$ cat config.mk
export PLATFORM = sky130hd
export DESIGN_NAME = spu_serial_port
export DESIGN_NICKNAME = d
export VERILOG_FILES = /design/src/spu_pkg.sv /design/src/spu_serial_port.sv
export SDC_FILE = /design/constraint.sdc
export NUM_CORES = 1
export LEC_CHECK = 0
export ABC_CLOCK_PERIOD_IN_PS = 2100
export BUFFER_PORTS_ARGS = -buffer_cell sky130_fd_sc_hd__buf_2
export CAP_MARGIN = 20
export CORE_MARGIN = 1.5
export CORE_UTILIZATION = 30
export CTS_CLUSTER_SIZE = 14
export DETAILED_ROUTE_END_ITERATION = 7
export PLACE_DENSITY_LB_ADDON = 0.05
export SKIP_LAST_GASP = 1
export SLEW_MARGIN = 20
export SYNTH_ARGS = -nofsm -noshare
export SYNTH_HDL_FRONTEND = slang
export SYNTH_SLANG_ARGS = --single-unit
$ cat constraint.sdc
create_clock -name SYS_CLK_IN -period 2.1 [get_ports SYS_CLK_IN]
set_input_delay 0.105 -clock SYS_CLK_IN [delete_from_list [all_inputs] [get_ports SYS_CLK_IN]]
set_output_delay 0.105 -clock SYS_CLK_IN [all_outputs]
set_load 0.005 [all_outputs]
$ cat src/spu_pkg.sv
/*
  Constants for the four-mode serial port: register offsets, field positions,
  reset values, rate divisors and state enumerations.
  Assumes a 32-bit APB register bus and a 40 MHz oscillator clock.
*/
package spu_pkg;
  localparam int unsigned OSC_HZ          = 40_000_000;
  localparam logic [7:0]  ADDR_BUFFER     = 8'h00;
  localparam logic [7:0]  ADDR_CONTROL    = 8'h04;
  localparam logic [7:0]  ADDR_RATE       = 8'h08;
  localparam logic [7:0]  CONTROL_RESET   = 8'h00;
  localparam logic [2:0]  RATE_RESET      = 3'h0;
  localparam int unsigned BIT_MODE_HIGH   = 7;
  localparam int unsigned BIT_MODE_LOW    = 6;
  localparam int unsigned BIT_FILTER      = 5;
  localparam int unsigned BIT_RX_ENABLE   = 4;
  localparam int unsigned BIT_TX_NINTH    = 3;
  localparam int unsigned BIT_RX_NINTH    = 2;
  localparam int unsigned BIT_TX_DONE     = 1;
  localparam int unsigned BIT_RX_DONE     = 0;
  localparam int unsigned BIT_RATE_DOUBLE = 0;
  localparam int unsigned BIT_TX_TIMER_B  = 1;
  localparam int unsigned BIT_RX_TIMER_B  = 2;
  localparam logic [3:0]  SHIFT_DIV       = 4'hC;
  localparam logic [3:0]  SHIFT_LAST      = SHIFT_DIV - 4'h1;
  localparam logic [3:0]  SHIFT_RISE      = SHIFT_DIV >> 1;
  localparam logic [3:0]  OVERSAMPLE      = 4'hF;
  localparam logic [3:0]  OVERSAMPLE_MID  = 4'h7;
  localparam logic [1:0]  FIXED_SLOW_DIV  = 2'h3;
  localparam logic [1:0]  FIXED_FAST_DIV  = 2'h1;
  localparam logic [3:0]  FRAME8_LAST     = 4'h9;
  localparam logic [3:0]  FRAME9_LAST     = 4'hA;
  localparam logic [2:0]  SHIFT_BITS_LAST = 3'h7;

  typedef enum logic [1:0] {
    MODE_SHIFT = 2'h0,
    MODE_VAR8  = 2'h1,
    MODE_FIX9  = 2'h2,
    MODE_VAR9  = 2'h3
  } spu_mode_e;

  typedef enum {TX_IDLE, TX_ARM, TX_SHIFT, TX_ASYNC} spu_tx_e;
  typedef enum {RX_IDLE, RX_ARM, RX_SHIFT, RX_ASYNC} spu_rx_e;
endpackage : spu_pkg

$ cat src/spu_serial_port.sv
/*
  Four-mode serial port with APB register access: shift-register mode and
  8-bit or 9-bit asynchronous modes, receive-buffered, full duplex in the asynchronous modes.
  Assumes timer overflow pulses arrive one clock wide on the system clock and
  that the serial data input pin is asynchronous to it.
*/
// The register addresses and register access over APB are this design's own decisions.
`timescale 1ns/10ps
module spu_serial_port (
  input  wire logic        SYS_CLK_IN,
  input  wire logic        RST_B_IN,
  input  wire logic        PSEL_IN,
  input  wire logic        PENABLE_IN,
  input  wire logic        PWRITE_IN,
  input  wire logic [7:0]  PADDR_IN,
  input  wire logic [31:0] PWDATA_IN,
  output logic      [31:0] PRDATA_OUT,
  output logic             PREADY_OUT,
  output logic             PSLVERR_OUT,
  input  wire logic        TMR_A_OVF_IN,
  input  wire logic        TMR_B_OVF_IN,
  input  wire logic        RXD_IN,
  output logic             RXD_OUT,
  output logic             RXD_OE_OUT,
  output logic             TXD_OUT,
  output logic             IRQ_OUT
);
  import spu_pkg::*;

  logic [7:0]  control_q;
  logic [2:0]  rate_q;
  logic [7:0]  rx_buffer_q;
  logic        pready_q;
  logic [31:0] prdata_q;
  logic        pslverr_q;
  logic        rxd_meta_q;
  logic        rxd_sync_q;
  logic        rxd_prev_q;
  logic [3:0]  cyc_q;
  logic [1:0]  fix_div_q;
  logic        tmr_a_half_q;
  spu_tx_e     tx_st_q;
  spu_rx_e     rx_st_q;
  logic [10:0] tx_sh_q;
  logic [3:0]  tx_sub_q;
  logic [3:0]  tx_bit_q;
  logic [7:0]  rx_sh_q;
  logic [3:0]  rx_sub_q;
  logic [3:0]  rx_bit_q;
  logic        rx_ninth_q;
  logic        txd_q;
  logic        rxd_out_q;
  logic        rxd_oe_q;
  logic        irq_q;

  spu_mode_e   mode;
  logic        nine_bit;
  logic        access;
  logic        setup;
  logic        addr_ok;
  logic        buf_write;
  logic        ctl_write;
  logic        cyc_end;
  logic        fixed_tick;
  logic        tmr_a_tick;
  logic        tx_tick;
  logic        rx_tick;
  logic [3:0]  tx_last;
  logic [3:0]  rx_last;
  logic        tx_done_set;
  logic        rx_done_set;
  logic        rx_stop_seen;
  logic        rx_accept;
  logic        rx_ninth_in;
  logic [31:0] read_mux;

  assign mode     = spu_mode_e'({control_q[BIT_MODE_HIGH], control_q[BIT_MODE_LOW]});
  assign nine_bit = control_q[BIT_MODE_HIGH];
  assign setup    = PSEL_IN && PENABLE_IN && !pready_q;
  assign access   = PSEL_IN && PENABLE_IN && pready_q;
  assign addr_ok  = (PADDR_IN == ADDR_BUFFER) || (PADDR_IN == ADDR_CONTROL) ||
                    (PADDR_IN == ADDR_RATE);
  assign buf_write = access && PWRITE_IN && (PADDR_IN == ADDR_BUFFER);
  assign ctl_write = access && PWRITE_IN && (PADDR_IN == ADDR_CONTROL);

  // One wait state per access; the answer is registered so all bus outputs come from flops.
  always_ff @(posedge SYS_CLK_IN or negedge RST_B_IN) begin
    if (!RST_B_IN) begin
      pready_q  <= 1'b0;
      prdata_q  <= 32'h0000_0000;
      pslverr_q <= 1'b0;
    end else begin
      pready_q  <= setup;
      pslverr_q <= setup && !addr_ok;
      if (setup) prdata_q <= PWRITE_IN ? 32'h0000_0000 : read_mux;
    end
  end

  always_comb begin
    read_mux = 32'h0000_0000;
    case (PADDR_IN)
      ADDR_BUFFER:  read_mux = {24'h00_0000, rx_buffer_q};
      ADDR_CONTROL: read_mux = {24'h00_0000, control_q};
      ADDR_RATE:    read_mux = {29'h0, rate_q};
      default:      read_mux = 32'h0000_0000;
    endcase
  end

  always_ff @(posedge SYS_CLK_IN or negedge RST_B_IN) begin
    if (!RST_B_IN) begin
      rate_q <= RATE_RESET;
    end else if (access && PWRITE_IN && (PADDR_IN == ADDR_RATE)) begin
      rate_q <= PWDATA_IN[2:0];
    end
  end

  // Hardware sets win over a software clear arriving in the same cycle.
  always_ff @(posedge SYS_CLK_IN or negedge RST_B_IN) begin
    if (!RST_B_IN) begin
      control_q <= CONTROL_RESET;
    end else begin
      if (ctl_write) control_q <= PWDATA_IN[7:0];
      if (rx_accept) control_q[BIT_RX_NINTH] <= rx_ninth_in;
      if (tx_done_set) control_q[BIT_TX_DONE] <= 1'b1;
      if (rx_done_set) control_q[BIT_RX_DONE] <= 1'b1;
    end
  end

  always_ff @(posedge SYS_CLK_IN or negedge RST_B_IN) begin
    if (!RST_B_IN) begin
      rxd_meta_q <= 1'b1;
      rxd_sync_q <= 1'b1;
      rxd_prev_q <= 1'b1;
    end else begin
      rxd_meta_q <= RXD_IN;
      rxd_sync_q <= rxd_meta_q;
      rxd_prev_q <= rxd_sync_q;
    end
  end

  // Rate sources: machine cycle of twelve clocks, fixed /4 or /2 prescale for
  // sixteen-fold oversampling, and timer overflows.
  assign cyc_end    = (cyc_q == SHIFT_LAST);
  assign fixed_tick = (fix_div_q == 2'h0);
  assign tmr_a_tick = TMR_A_OVF_IN && (rate_q[BIT_RATE_DOUBLE] || tmr_a_half_q);

  always_ff @(posedge SYS_CLK_IN or negedge RST_B_IN) begin
    if (!RST_B_IN) begin
      cyc_q        <= 4'h0;
      fix_div_q    <= 2'h0;
      tmr_a_half_q <= 1'b0;
    end else begin
      cyc_q <= cyc_end ? 4'h0 : cyc_q + 4'h1;
      fix_div_q <= !fixed_tick ? fix_div_q - 2'h1 :
                   rate_q[BIT_RATE_DOUBLE] ? FIXED_FAST_DIV : FIXED_SLOW_DIV;
      if (TMR_A_OVF_IN) tmr_a_half_q <= !tmr_a_half_q;
    end
  end

  assign tx_tick = (mode == MODE_FIX9) ? fixed_tick :
                   rate_q[BIT_TX_TIMER_B] ? TMR_B_OVF_IN : tmr_a_tick;
  assign rx_tick = (mode == MODE_FIX9) ? fixed_tick :
                   rate_q[BIT_RX_TIMER_B] ? TMR_B_OVF_IN : tmr_a_tick;

  assign tx_last = nine_bit ? FRAME9_LAST : FRAME8_LAST;
  assign rx_last = nine_bit ? FRAME9_LAST : FRAME8_LAST;

  // Transmitter. A write while busy restarts with the new byte.
  assign tx_done_set = ((tx_st_q == TX_SHIFT) && cyc_end && (tx_bit_q[2:0] == SHIFT_BITS_LAST)) ||
                       ((tx_st_q == TX_ASYNC) && tx_tick && (tx_sub_q == OVERSAMPLE) &&
                        (tx_bit_q == tx_last - 4'h1));

  always_ff @(posedge SYS_CLK_IN or negedge RST_B_IN) begin
    if (!RST_B_IN) begin
      tx_st_q  <= TX_IDLE;
      tx_sh_q  <= 11'h7FF;
      tx_sub_q <= 4'h0;
      tx_bit_q <= 4'h0;
    end else if (buf_write) begin
      tx_sub_q <= 4'h0;
      tx_bit_q <= 4'h0;
      if (mode == MODE_SHIFT) begin
        tx_st_q <= TX_ARM;
        tx_sh_q <= {3'h7, PWDATA_IN[7:0]};
      end else begin
        tx_st_q <= TX_ASYNC;
        tx_sh_q <= {1'b1, nine_bit ? control_q[BIT_TX_NINTH] : 1'b1,
                    PWDATA_IN[7:0], 1'b0};
      end
    end else begin
      case (tx_st_q)
        TX_ARM: if (cyc_end) tx_st_q <= TX_SHIFT;
        TX_SHIFT: begin
          if (cyc_end) begin
            tx_sh_q  <= {1'b1, tx_sh_q[10:1]};
            tx_bit_q <= tx_bit_q + 4'h1;
            if (tx_bit_q[2:0] == SHIFT_BITS_LAST) begin
              tx_st_q <= TX_IDLE;
            end
          end
        end
        TX_ASYNC: begin
          if (tx_tick) begin
            tx_sub_q <= tx_sub_q + 4'h1;
            if (tx_sub_q == OVERSAMPLE) begin
              tx_sh_q  <= {1'b1, tx_sh_q[10:1]};
              tx_bit_q <= tx_bit_q + 4'h1;
              if (tx_bit_q == tx_last) begin
                tx_st_q <= TX_IDLE;
              end
            end
          end
        end
        default: tx_st_q <= TX_IDLE;
      endcase
    end
  end

  // Receiver. The buffer keeps its byte while receive done is set; a later frame is then dropped.
  assign rx_stop_seen = (rx_st_q == RX_ASYNC) && rx_tick && (rx_sub_q == OVERSAMPLE_MID) &&
                        (rx_bit_q == rx_last);
  always_comb begin
    rx_accept = 1'b0;
    if ((rx_st_q == RX_SHIFT) && cyc_end && (rx_bit_q[2:0] == SHIFT_BITS_LAST)) begin
      rx_accept = !control_q[BIT_RX_DONE];
    end else if (rx_stop_seen && !control_q[BIT_RX_DONE]) begin
      if (nine_bit) begin
        rx_accept = !control_q[BIT_FILTER] || rx_ninth_q;
      end else begin
        rx_accept = !control_q[BIT_FILTER] || rxd_sync_q;
      end
    end
  end
  assign rx_done_set = rx_accept;
  // In eight-bit mode the stop bit is sampled on the very tick that accepts the frame.
  assign rx_ninth_in = (mode == MODE_VAR8) ? rxd_sync_q : rx_ninth_q;

  always_ff @(posedge SYS_CLK_IN or negedge RST_B_IN) begin
    if (!RST_B_IN) begin
      rx_buffer_q <= 8'h00;
    end else if (rx_accept) begin
      rx_buffer_q <= (rx_st_q == RX_SHIFT) ? {rx_ninth_q, rx_sh_q[7:1]} : rx_sh_q;
    end
  end

  always_ff @(posedge SYS_CLK_IN or negedge RST_B_IN) begin
    if (!RST_B_IN) begin
      rx_st_q    <= RX_IDLE;
      rx_sh_q    <= 8'h00;
      rx_sub_q   <= 4'h0;
      rx_bit_q   <= 4'h0;
      rx_ninth_q <= 1'b0;
    end else begin
      case (rx_st_q)
        RX_IDLE: begin
          rx_sub_q <= 4'h0;
          rx_bit_q <= 4'h0;
          if (control_q[BIT_RX_ENABLE]) begin
            if (mode == MODE_SHIFT) begin
              if (!control_q[BIT_RX_DONE] && (tx_st_q == TX_IDLE)) begin
                rx_st_q <= RX_ARM;
              end
            end else if (!rxd_sync_q && rxd_prev_q) begin
              rx_st_q <= RX_ASYNC;
            end
          end
        end
        RX_ARM: if (cyc_end) rx_st_q <= RX_SHIFT;
        RX_SHIFT: begin
          if (cyc_q == SHIFT_RISE) rx_ninth_q <= rxd_sync_q;
          if (cyc_end) begin
            rx_sh_q  <= {rx_ninth_q, rx_sh_q[7:1]};
            rx_bit_q <= rx_bit_q + 4'h1;
            if (rx_bit_q[2:0] == SHIFT_BITS_LAST) begin
              rx_st_q <= RX_IDLE;
            end
          end
        end
        RX_ASYNC: begin
          if (rx_tick) begin
            rx_sub_q <= rx_sub_q + 4'h1;
            if (rx_sub_q == OVERSAMPLE_MID) begin
              rx_bit_q <= rx_bit_q + 4'h1;
              if ((rx_bit_q == 4'h0) && rxd_sync_q) begin
                rx_st_q <= RX_IDLE;
              end else if (rx_bit_q == rx_last) begin
                rx_st_q <= RX_IDLE;
              end else if (rx_bit_q <= 4'h8 && rx_bit_q != 4'h0) begin
                rx_sh_q <= {rxd_sync_q, rx_sh_q[7:1]};
              end
              if ((rx_bit_q == 4'h9) || (!nine_bit && (rx_bit_q == rx_last))) begin
                rx_ninth_q <= rxd_sync_q;
              end
            end
          end
          if (!control_q[BIT_RX_ENABLE] || (mode == MODE_SHIFT)) begin
            rx_st_q <= RX_IDLE;
          end
        end
        default: rx_st_q <= RX_IDLE;
      endcase
    end
  end

  // Pins are registered; in shift mode the data pin carries the byte and the
  // clock pin is low for the first half of each twelve-clock cycle.
  always_ff @(posedge SYS_CLK_IN or negedge RST_B_IN) begin
    if (!RST_B_IN) begin
      txd_q     <= 1'b1;
      rxd_out_q <= 1'b1;
      rxd_oe_q  <= 1'b0;
      irq_q     <= 1'b0;
    end else begin
      irq_q     <= control_q[BIT_TX_DONE] || control_q[BIT_RX_DONE];
      rxd_out_q <= tx_sh_q[0];
      rxd_oe_q  <= (tx_st_q == TX_SHIFT);
      if ((tx_st_q == TX_SHIFT) || (rx_st_q == RX_SHIFT)) begin
        txd_q <= (cyc_q >= SHIFT_RISE);
      end else if (tx_st_q == TX_ASYNC) begin
        txd_q <= tx_sh_q[0];
      end else begin
        txd_q <= 1'b1;
      end
    end
  end

  assign PRDATA_OUT  = prdata_q;
  assign PREADY_OUT  = pready_q;
  assign PSLVERR_OUT = pslverr_q;
  assign TXD_OUT     = txd_q;
  assign RXD_OUT     = rxd_out_q;
  assign RXD_OE_OUT  = rxd_oe_q;
  assign IRQ_OUT     = irq_q;

  chk_pready_single: assert property (@(posedge SYS_CLK_IN) disable iff (!RST_B_IN)
    pready_q |=> !pready_q) else $error("Ready held longer than one cycle.");
  chk_write_starts_tx: assert property (@(posedge SYS_CLK_IN) disable iff (!RST_B_IN)
    buf_write |=> (tx_st_q != TX_IDLE)) else $error("Buffer write did not start transmit.");
  chk_tx_done_flag: assert property (@(posedge SYS_CLK_IN) disable iff (!RST_B_IN)
    tx_done_set |=> control_q[BIT_TX_DONE]) else $error("Transmit done flag not set.");
  chk_filter_ninth: assert property (@(posedge SYS_CLK_IN) disable iff (!RST_B_IN)
    (rx_stop_seen && nine_bit && control_q[BIT_FILTER] && !rx_ninth_q) |-> !rx_done_set)
    else $error("Filtered frame raised receive done.");
  chk_filter_stop: assert property (@(posedge SYS_CLK_IN) disable iff (!RST_B_IN)
    (rx_stop_seen && !nine_bit && control_q[BIT_FILTER] && !rxd_sync_q) |-> !rx_done_set)
    else $error("Bad stop bit raised receive done.");
  chk_shift_rate: assert property (@(posedge SYS_CLK_IN) disable iff (!RST_B_IN)
    (tx_st_q == TX_SHIFT) && !buf_write && !cyc_end |=> $stable(tx_sh_q))
    else $error("Shift-mode data moved off the machine cycle.");
  chk_rx_needs_enable: assert property (@(posedge SYS_CLK_IN) disable iff (!RST_B_IN)
    (rx_st_q == RX_IDLE) && !control_q[BIT_RX_ENABLE] |=> (rx_st_q == RX_IDLE))
    else $error("Reception began while disabled.");
  chk_ninth_stored: assert property (@(posedge SYS_CLK_IN) disable iff (!RST_B_IN)
    rx_accept && !ctl_write |=> (control_q[BIT_RX_NINTH] == $past(rx_ninth_in)))
    else $error("Ninth bit not stored.");
  chk_idle_line_high: assert property (@(posedge SYS_CLK_IN) disable iff (!RST_B_IN)
    (tx_st_q == TX_IDLE) && (rx_st_q != RX_SHIFT) |=> txd_q)
    else $error("Transmit line not idle high.");
  chk_irq_follows: assert property (@(posedge SYS_CLK_IN) disable iff (!RST_B_IN)
    control_q[BIT_RX_DONE] |=> irq_q) else $error("Interrupt request missing.");

  cov_async_tx_done: cover property (@(posedge SYS_CLK_IN) disable iff (!RST_B_IN)
    (tx_st_q == TX_ASYNC) && tx_done_set);
  cov_async_rx_accept: cover property (@(posedge SYS_CLK_IN) disable iff (!RST_B_IN)
    rx_stop_seen && rx_accept && nine_bit);
  cov_shift_rx: cover property (@(posedge SYS_CLK_IN) disable iff (!RST_B_IN)
    (rx_st_q == RX_SHIFT) && rx_accept);
  cov_duplex: cover property (@(posedge SYS_CLK_IN) disable iff (!RST_B_IN)
    (tx_st_q == TX_ASYNC) && (rx_st_q == RX_ASYNC));
endmodule : spu_serial_port

==> results of run 1 <==
## worst max-delay path, delay by kind of cell (launching register included)
family | cells | cell delay (ns)
compound gates | 4 | 0.90
flops | 1 | 0.51
simple gates | 1 | 0.28
buf+inv | 1 | 0.15
## timing repair
item                       CTS  global route
gates resized for setup      1             4
setup buffers                0             0
hold endpoints to repair    69             0
hold buffers                 3             0
setup endpoints to repair   10            10
pin swaps                    0             1
## cell type report
cell class                      instances  area share
Sequential cell                        82       0.389
Clock inverter                          2     0.00188
Clock buffer                           14      0.0515
Tap cell                              184      0.0432
Multi-Input combinational cell        322       0.420
Inverter                               11     0.00776
Timing Repair Buffer                   69      0.0865
## sequential cells by signal, indices dropped and copies added (netlist names), 4 cells and up
register     flops
rx_buffer_q      8
rx_sub_q         4
tx_bit_q         4
rx_bit_q         4
PRDATA_OUT       8
control_q        8
tx_sub_q         4
cyc_q            4
tx_sh_q         10
rx_sh_q          8
## stage by stage
step	instances	power [mW]
after global routing	684	3.52
after detailed placement	665	1.87
final	684	3.37
after floorplan	458	1.78
after global placement	665	1.87
after CTS	684	3.44
## worst min path at each step
stage	from	end	slack (ns)	depth (start not counted)
5_1_grt	PWDATA_IN[4]	control_q[4]$_DFFE_PN0P_	0.05	2
3_3_place_gp	RST_B_IN	PSLVERR_OUT$_DFF_PN0_	0.19	2
6_report	PWDATA_IN[4]	control_q[4]$_DFFE_PN0P_	0.05	2
4_1_cts	PWDATA_IN[6]	control_q[6]$_DFFE_PN0P_	0.04	2
2_1_floorplan	RST_B_IN	IRQ_OUT$_DFF_PN0_	-0.19	0
3_5_place_dp	RST_B_IN	PSLVERR_OUT$_DFF_PN0_	0.18	2
## placed cells by master, fill, tap and decap left out, types with 4 or more instances in the layout
cell	count
sky130_fd_sc_hd__o211ai_1	7
sky130_fd_sc_hd__buf_4	28
sky130_fd_sc_hd__nand3b_1	6
sky130_fd_sc_hd__clkbuf_16	9
sky130_fd_sc_hd__dfstp_2	15
sky130_fd_sc_hd__buf_2	36
sky130_fd_sc_hd__mux2i_1	17
sky130_fd_sc_hd__o21ai_0	31
sky130_fd_sc_hd__nor2b_1	13
sky130_fd_sc_hd__xnor2_1	4
sky130_fd_sc_hd__inv_1	11
sky130_fd_sc_hd__mux2_2	28
sky130_fd_sc_hd__nand4_1	5
sky130_fd_sc_hd__conb_1	24
sky130_fd_sc_hd__a31oi_1	10
sky130_fd_sc_hd__nor3_1	7
sky130_fd_sc_hd__ha_1	10
sky130_fd_sc_hd__nand2b_1	7
sky130_fd_sc_hd__xor2_1	4
sky130_fd_sc_hd__nand3_1	20
sky130_fd_sc_hd__mux2_4	8
sky130_fd_sc_hd__a21oi_1	13
sky130_fd_sc_hd__nand2_1	38
sky130_fd_sc_hd__nor2_1	19
sky130_fd_sc_hd__dfrtp_1	67
sky130_fd_sc_hd__a211oi_1	8
## routing by layer
layer / vias to the layer above / share of wire / global-route usage
met1: 1549 / 0.50 / 0.209
met4: 0 / 0.019 / 0.0629
met5: - / 0 / 0
li1: 1634 / - / -
met2: 78 / 0.44 / 0.218
met3: 14 / 0.043 / 0.0242
## power by group
| group | switching (mW) | leakage [nW] | internal (mW) |
|---|---|---|---|
| registers | 0.0214 | 1.03 | 1.61 |
| clock network | 0.637 | 0.143 | 0.896 |
| logic | 0.128 | 1.25 | 0.0820 |
| total | 0.787 | 2.42 | 2.59 |
## kinds of logic after synthesis
logic type | Yosys count | synth area share
simple gates | 136 | 0.164
compound gates | 91 | 0.128
flops | 82 | 0.458
buf+inv | 54 | 0.0717
mux | 53 | 0.134
fa+ha+maj | 10 | 0.0277
xor+xnor | 8 | 0.0155
other cells | 1 | 0.000830
==> reports/results.txt, run 1 <==
In this run, synthesis produced a sequential element count of 82. The total leakage power is 2.42 nW, and the utilization of the core after routing is 0.364. Fraction of layout cells with a size suffix above 1: 0.290. The total count of hold-check failures in the final report was 0; the die outline area was 0.0158 mm². The repair_antennas step left the layout with diodes totalling 0. Counting the buffers created by CTS gives 9. The length in cells of the worst reg-to-reg path came out at 6.

The critical path goes through or2b_1 -> buf_4 -> o211ai_1 -> a41oi_1 -> a2111oi_1 -> a21oi_1. The first global-routing pass estimated 18000 µm of wire. The run gives 0 as the initial antenna violation count. From synthesis to final layout, the design area changed by 17.8%. Top cell type by total area after synthesis: sky130_fd_sc_hd__dfrtp_1. After the first detailed-routing iteration, the DRC count stood at 197. In the routed design, unresolved DRC markers number 5.

Static timing analysis puts the maximum clock frequency at 0.508 GHz. The H-tree was split into 3 levels. The flow ran to the end, but the final reports show violations. The tools report the pin count of the biggest net entering global routing as 83. The most common cell in the synthesized netlist was sky130_fd_sc_hd__dfrtp_1.

The portion of the post-synthesis area used by sequential elements came out at 0.458. Counting instances in the post-synthesis netlist gives the leading cell types as 67 x sky130_fd_sc_hd__dfrtp_1, 38 x sky130_fd_sc_hd__nand2_1, 31 x sky130_fd_sc_hd__o21ai_0, 28 x sky130_fd_sc_hd__mux2_2, 24 x sky130_fd_sc_hd__buf_4. The effective utilization at floorplan is 0.309. The mapped netlist covers 0.00452 mm². The buffer cell driving the clock tree root was sky130_fd_sc_hd__clkbuf_16. The standard cell core area is 0.0146 mm². The top cell type's share of synthesized area was 0.371. The critical path is of the reg -> reg type. TritonCTS built the clock tree.

The count of port buffers added during placement came out at 37. The worst register-to-register path begins at control_q[7]$_DFFE_PN0P_. The tool flagged a number of max-cap violations equal to 0. The tools report the clock insertion delay at the later pin of the skew report as 0.34 ns.

Subtracting the final worst setup slack from the clock period gives 1.97 ns. Global routing finished with a remaining overflow of 0. Via count of the first global-routing pass: 3214. The worst-case IR drop observed on VDD is 0.343 mV.

After synthesis, the netlist uses 56 different library cells. Post-layout net count: 553. The first detailed-routing pass took 8 iterations.

The setup total negative slack is 0 ns, and the total power divided by cell area is 634 mW/mm². In this run, synthesis inferred 0 flip-flops with an integrated enable. Die boundary height: 126 µm. The worst path meets setup with 0.131 ns of slack. After detailed routing, the number of vias per cell comes to 4.79. In the post-synthesis netlist, the biggest area contributors are sky130_fd_sc_hd__dfrtp_1 37%, sky130_fd_sc_hd__dfstp_2 8.7%, sky130_fd_sc_hd__mux2_2 7.0%.

The largest fanout on the critical path is 7. The count of nets left with antenna violations once routing finished came out at 0. Yosys printed 0 warnings. The tools report the critical register-to-register path endpoint as tx_st_q[1]$_DFFE_PN0P_. The area taken by flip-flops and latches came out at 0.00207 mm². Setup violations remaining at the end of the flow were counted as 0.

After routing the design area is 0.00532 mm². After technology mapping, the gate count stands at 435. Setup repair after global routing could not meet its margin everywhere.

STA classifies the critical path startpoint as a flop. In this run the core area contains 44 standard-cell rows. The critical path ends at tx_st_q[1]$_DFFE_PN0P_. For the worst setup path, the data arrival time is 2.18 ns. Measured along the x axis, the die boundary spans 126 µm.

At the end of routability-driven placement, the weighted congestion stood at 0.766. The share of synthesized flip-flops with an asynchronous set or reset is 1.00. Fill cells in the final layout number 1484. Largest incremental delay on the critical path: 0.51 ns.

The worst setup path is captured at a flop. At the placement stage, the worst setup path has a slack of -0.0647 ns. The portion of the clock cycle consumed by the worst path in the final layout came out at 0.938. Dividing the synthesized area by the synthesized cell count gives 10.4 µm². The worst hold path belongs to the class in -> reg. The setup check on the worst reg-to-reg path leaves a slack of 0.13 ns. For the number of pins with negative max-slew slack in the final report, the log shows 0. The detailed-route wire length per cell was 15.9 µm; the instance area at placement was 0.00499 mm². For the HPWL after detailed placement, the log shows 7670 µm. In the final layout, the multi-input gates occupy 0.00224 mm².

Startpoint of the most critical setup path: control_q[7]$_DFFE_PN0P_. The final reports fail on design-rule violations. For the global routing usage summed across all routing layers, the log shows 0.146.

The slowest stage of the critical path belongs to the cell sky130_fd_sc_hd__dfrtp_1. Clock-pin slew was measured on the worst setup and hold paths at 0.06 ns. The run gives 82 as the number of clock sinks.

In this run the deepest clock path goes through 2 buffers. The final hold slack was 0.0538 ns. Dominant synthesized flop cell: sky130_fd_sc_hd__dfrtp_1. The logs give 2.31 ns for the data required time of the worst path and 0.00916 ns for the final setup skew. The count of pins on the block boundary is 86, and the number of vias in the routed layout is 3275. The post-detailed-routing wire length came out at 10900 µm.
(Power assumes the default switching activity.)
==> inputs of run 2 (changes only) <==
- CORE_UTILIZATION: 30 -> 56
==> reports/results.txt, run 2 (synthesized netlist as in run 1, its figures left out) <==
For the wire length of the first global-routing pass, the log shows 16400 µm. The logs give 2.35 ns for the data required time of the worst path and 0 for the remaining antenna violation count. The logs give 0.582 for the effective utilization at floorplan and 3.02 mW for the total power. The clock passes through at most 2 buffers. The congestion estimate from routability-driven global placement came to 0.837.

The library cells used most frequently in the layout, excluding fill and tap cells, are 67 x sky130_fd_sc_hd__dfrtp_1, 38 x sky130_fd_sc_hd__nand2_1, 36 x sky130_fd_sc_hd__buf_2, 31 x sky130_fd_sc_hd__o21ai_0, 28 x sky130_fd_sc_hd__mux2_2. The die is 92.8 µm wide. For the maximum clock frequency, the log shows 0.505 GHz. The signal on the critical path passes through ha_1 -> and3b_1 -> a31oi_2 -> a21oi_2 -> nand2b_1 -> buf_12 -> mux2_2. TritonCTS built the clock tree. The first TritonRoute pass finished after 4 iterations. Clock tree synthesis inserted a total of 9 buffers. The number of failing setup endpoints in the final timing report was 0; the count of antenna diodes in the layout was 0. The region available for standard cell placement spans 0.00777 mm². The run finished with clean final reports. The setup total negative slack is 0 ns, and the final setup skew is 0.0135 ns. Slowest cell on the critical path: sky130_fd_sc_hd__dfrtp_1. After floorplanning, the core was divided into 32 placement rows. The count of pins on the block boundary was 86.

STA classifies the critical path startpoint as a flop. Summed over all layers, the global routing overflow is 0. After the last flow step, the layout net total stands at 551. The die is 92.8 µm tall. The die outline area was 0.00862 mm²; the via count of the first global-routing pass was 3365.

Type of the worst setup path: reg -> reg. The depth of the CTS H-tree was 3. The register ranked first by flip-flop count was tx_sh_q. The buffer cell driving the clock tree root was sky130_fd_sc_hd__clkbuf_8. The data arrival time of the critical path was 2.23 ns; the met3 wire length was 460 µm. CTS saw 82 sinks.

In the final routed layout, each cell accounts on average for 16.4 µm. The relative slew slack was 0.583. The clock edge transition at the registers on the reported setup and hold paths came out at 0.08 ns.

Fill cells in the final layout number 661. The count of port buffers added during placement is 37, and the portion of the clock cycle consumed by the worst path in the final layout is 0.943. In the routed design, unresolved DRC markers number 0. The run gives 0 as the number of pins with negative max-slew slack in the final report. Total met2 wirelength after detailed routing: 4590 µm. The slew at the pin with the worst max-slew slack was 0.626 ns. The initial antenna violation count was 0. After detailed routing, the wire length on met1 is 4590 µm. For the final worst-path setup slack, the log shows 0.120 ns.

The min-delay analysis places its worst path in the category in -> reg. The library cell used most frequently in the layout, excluding fill and tap cells, is sky130_fd_sc_hd__dfrtp_1. The post-place setup slack was 0.0373 ns. The fraction of layout cells with a size suffix above 1 is 0.291, and the growth of design area from synthesis to finish is 13.3%. Entering global routing, the biggest net connects 49 pins. The total power divided by cell area works out to 590 mW/mm². The final period demand of the worst path is 1.98 ns. After detailed routing, the total wire length is 9810 µm.

Setup repair after global routing left no endpoint under its margin. STA classifies the critical path endpoint as a flop. HPWL after detailed placement: 7050 µm. Total count of hold-check failures in the final report: 0.

The largest fanout on the critical path came out at 8. The tool flagged a number of max-cap violations equal to 0. The register with the most flip-flops in the layout has 10 of them. In this run, the number of DRC markers left after iteration 0 of detailed routing was 142.

The later pin in the worst-skew pair is clocked with a latency of 0.36 ns. The run gives 0.247 as the global routing usage summed across all routing layers. The worst-case IR drop observed on VDD is 0.318 mV. The analysis attributes to cell leakage a power of 2.37 nW.

The largest incremental delay on the critical path is 0.42 ns. The number of placed instances, taps included, is 581. Routed signal wires occupy layers up through met4. The routed layout has 3395 vias.

The routed via count divided by cell count was 5.66; the final cell count without fillers was 600.
run 2: changes by cell type in the layout (fill, tap and decap cells not counted), sizes merged:
cell,before,now
buf,66,64
clkinvlp,0,2
clkbuf,14,12
bufinv,0,1
clkinv,2,1
run 2: final cells by class:
type	count	area, µm²	share of cell area
clock buffer	12	155	0.0303
timing repair buffer	67	445	0.0870
inverter	11	41.3	0.00806
multi-input combinational	322	2230	0.436
clock inverter	4	50.0	0.00977
tap	102	128	0.0249
sequential	82	2070	0.404
run 2: critical path: cells and delay by family (launching register included):
| family | cells | cell delay (ns) |
|---|---|---|
| AO/OA/AOI/OAI | 2 | 0.37 |
| adder cells (fa/ha/maj) | 1 | 0.24 |
| buffers and inverters | 1 | 0.14 |
| flip-flops | 1 | 0.42 |
| multiplexers | 1 | 0.33 |
| AND/OR/NAND/NOR | 2 | 0.38 |
run 2: worst paths after layout:
check / from / to / slack [ns] / depth (start not counted)
setup / recovery: rx_sub_q[0]$_DFFE_PN0P_ / rx_sh_q[0]$_DFFE_PN0P_ / 0.12 / 7
hold / removal: PWDATA_IN[3] / control_q[3]$_DFFE_PN0P_ / 0.02 / 2
setup reg to reg: rx_sub_q[0]$_DFFE_PN0P_ / rx_sh_q[0]$_DFFE_PN0P_ / 0.12 / 7
hold reg to reg: rxd_meta_q$_DFF_PN1_ / rxd_sync_q$_DFF_PN1_ / 0.36 / 0
max in group asynchronous: RST_B_IN / tx_sh_q[6]$_DFFE_PN1P_ / 1.12 / 3
min in group asynchronous: RST_B_IN / PRDATA_OUT[5]$_DFFE_PN0P_ / 0.30 / 2
run 2: timing repair:
| action | in CTS | in global routing |
|---|---|---|
| gates resized for setup | 0 | 4 |
| hold buffers | 3 | 0 |
| endpoints found under the setup margin | 0 | 18 |
| hold endpoints to repair | 46 | 0 |
| setup buffers | 0 | 0 |
run 2: power breakdown:
group	internal, mW	switching, mW	total [mW]
combinational	0.0760	0.125	0.200
clock	0.613	0.579	1.19
sequential	1.61	0.0206	1.63
total	2.30	0.724	3.02
run 2: routing by layer:
metal | GRT usage | vias to the layer above
li1 | - | 1622
met4 | 0.107 | 0
met5 | 0 | -
met1 | 0.332 | 1676
met2 | 0.397 | 86
met3 | 0.0361 | 11
run 2: metrics by stage:
stage / area (µm²) / util / hold WS [ns]
6_report: 5120 / 0.659 / 0.0194
5_1_grt: 5120 / 0.659 / 0.0182
4_1_cts: 5110 / 0.658 / 0.00835
3_5_place_dp: 4870 / 0.627 / 0.167
3_3_place_gp: 4870 / 0.627 / 0.166
2_1_floorplan: 4610 / - / -0.191
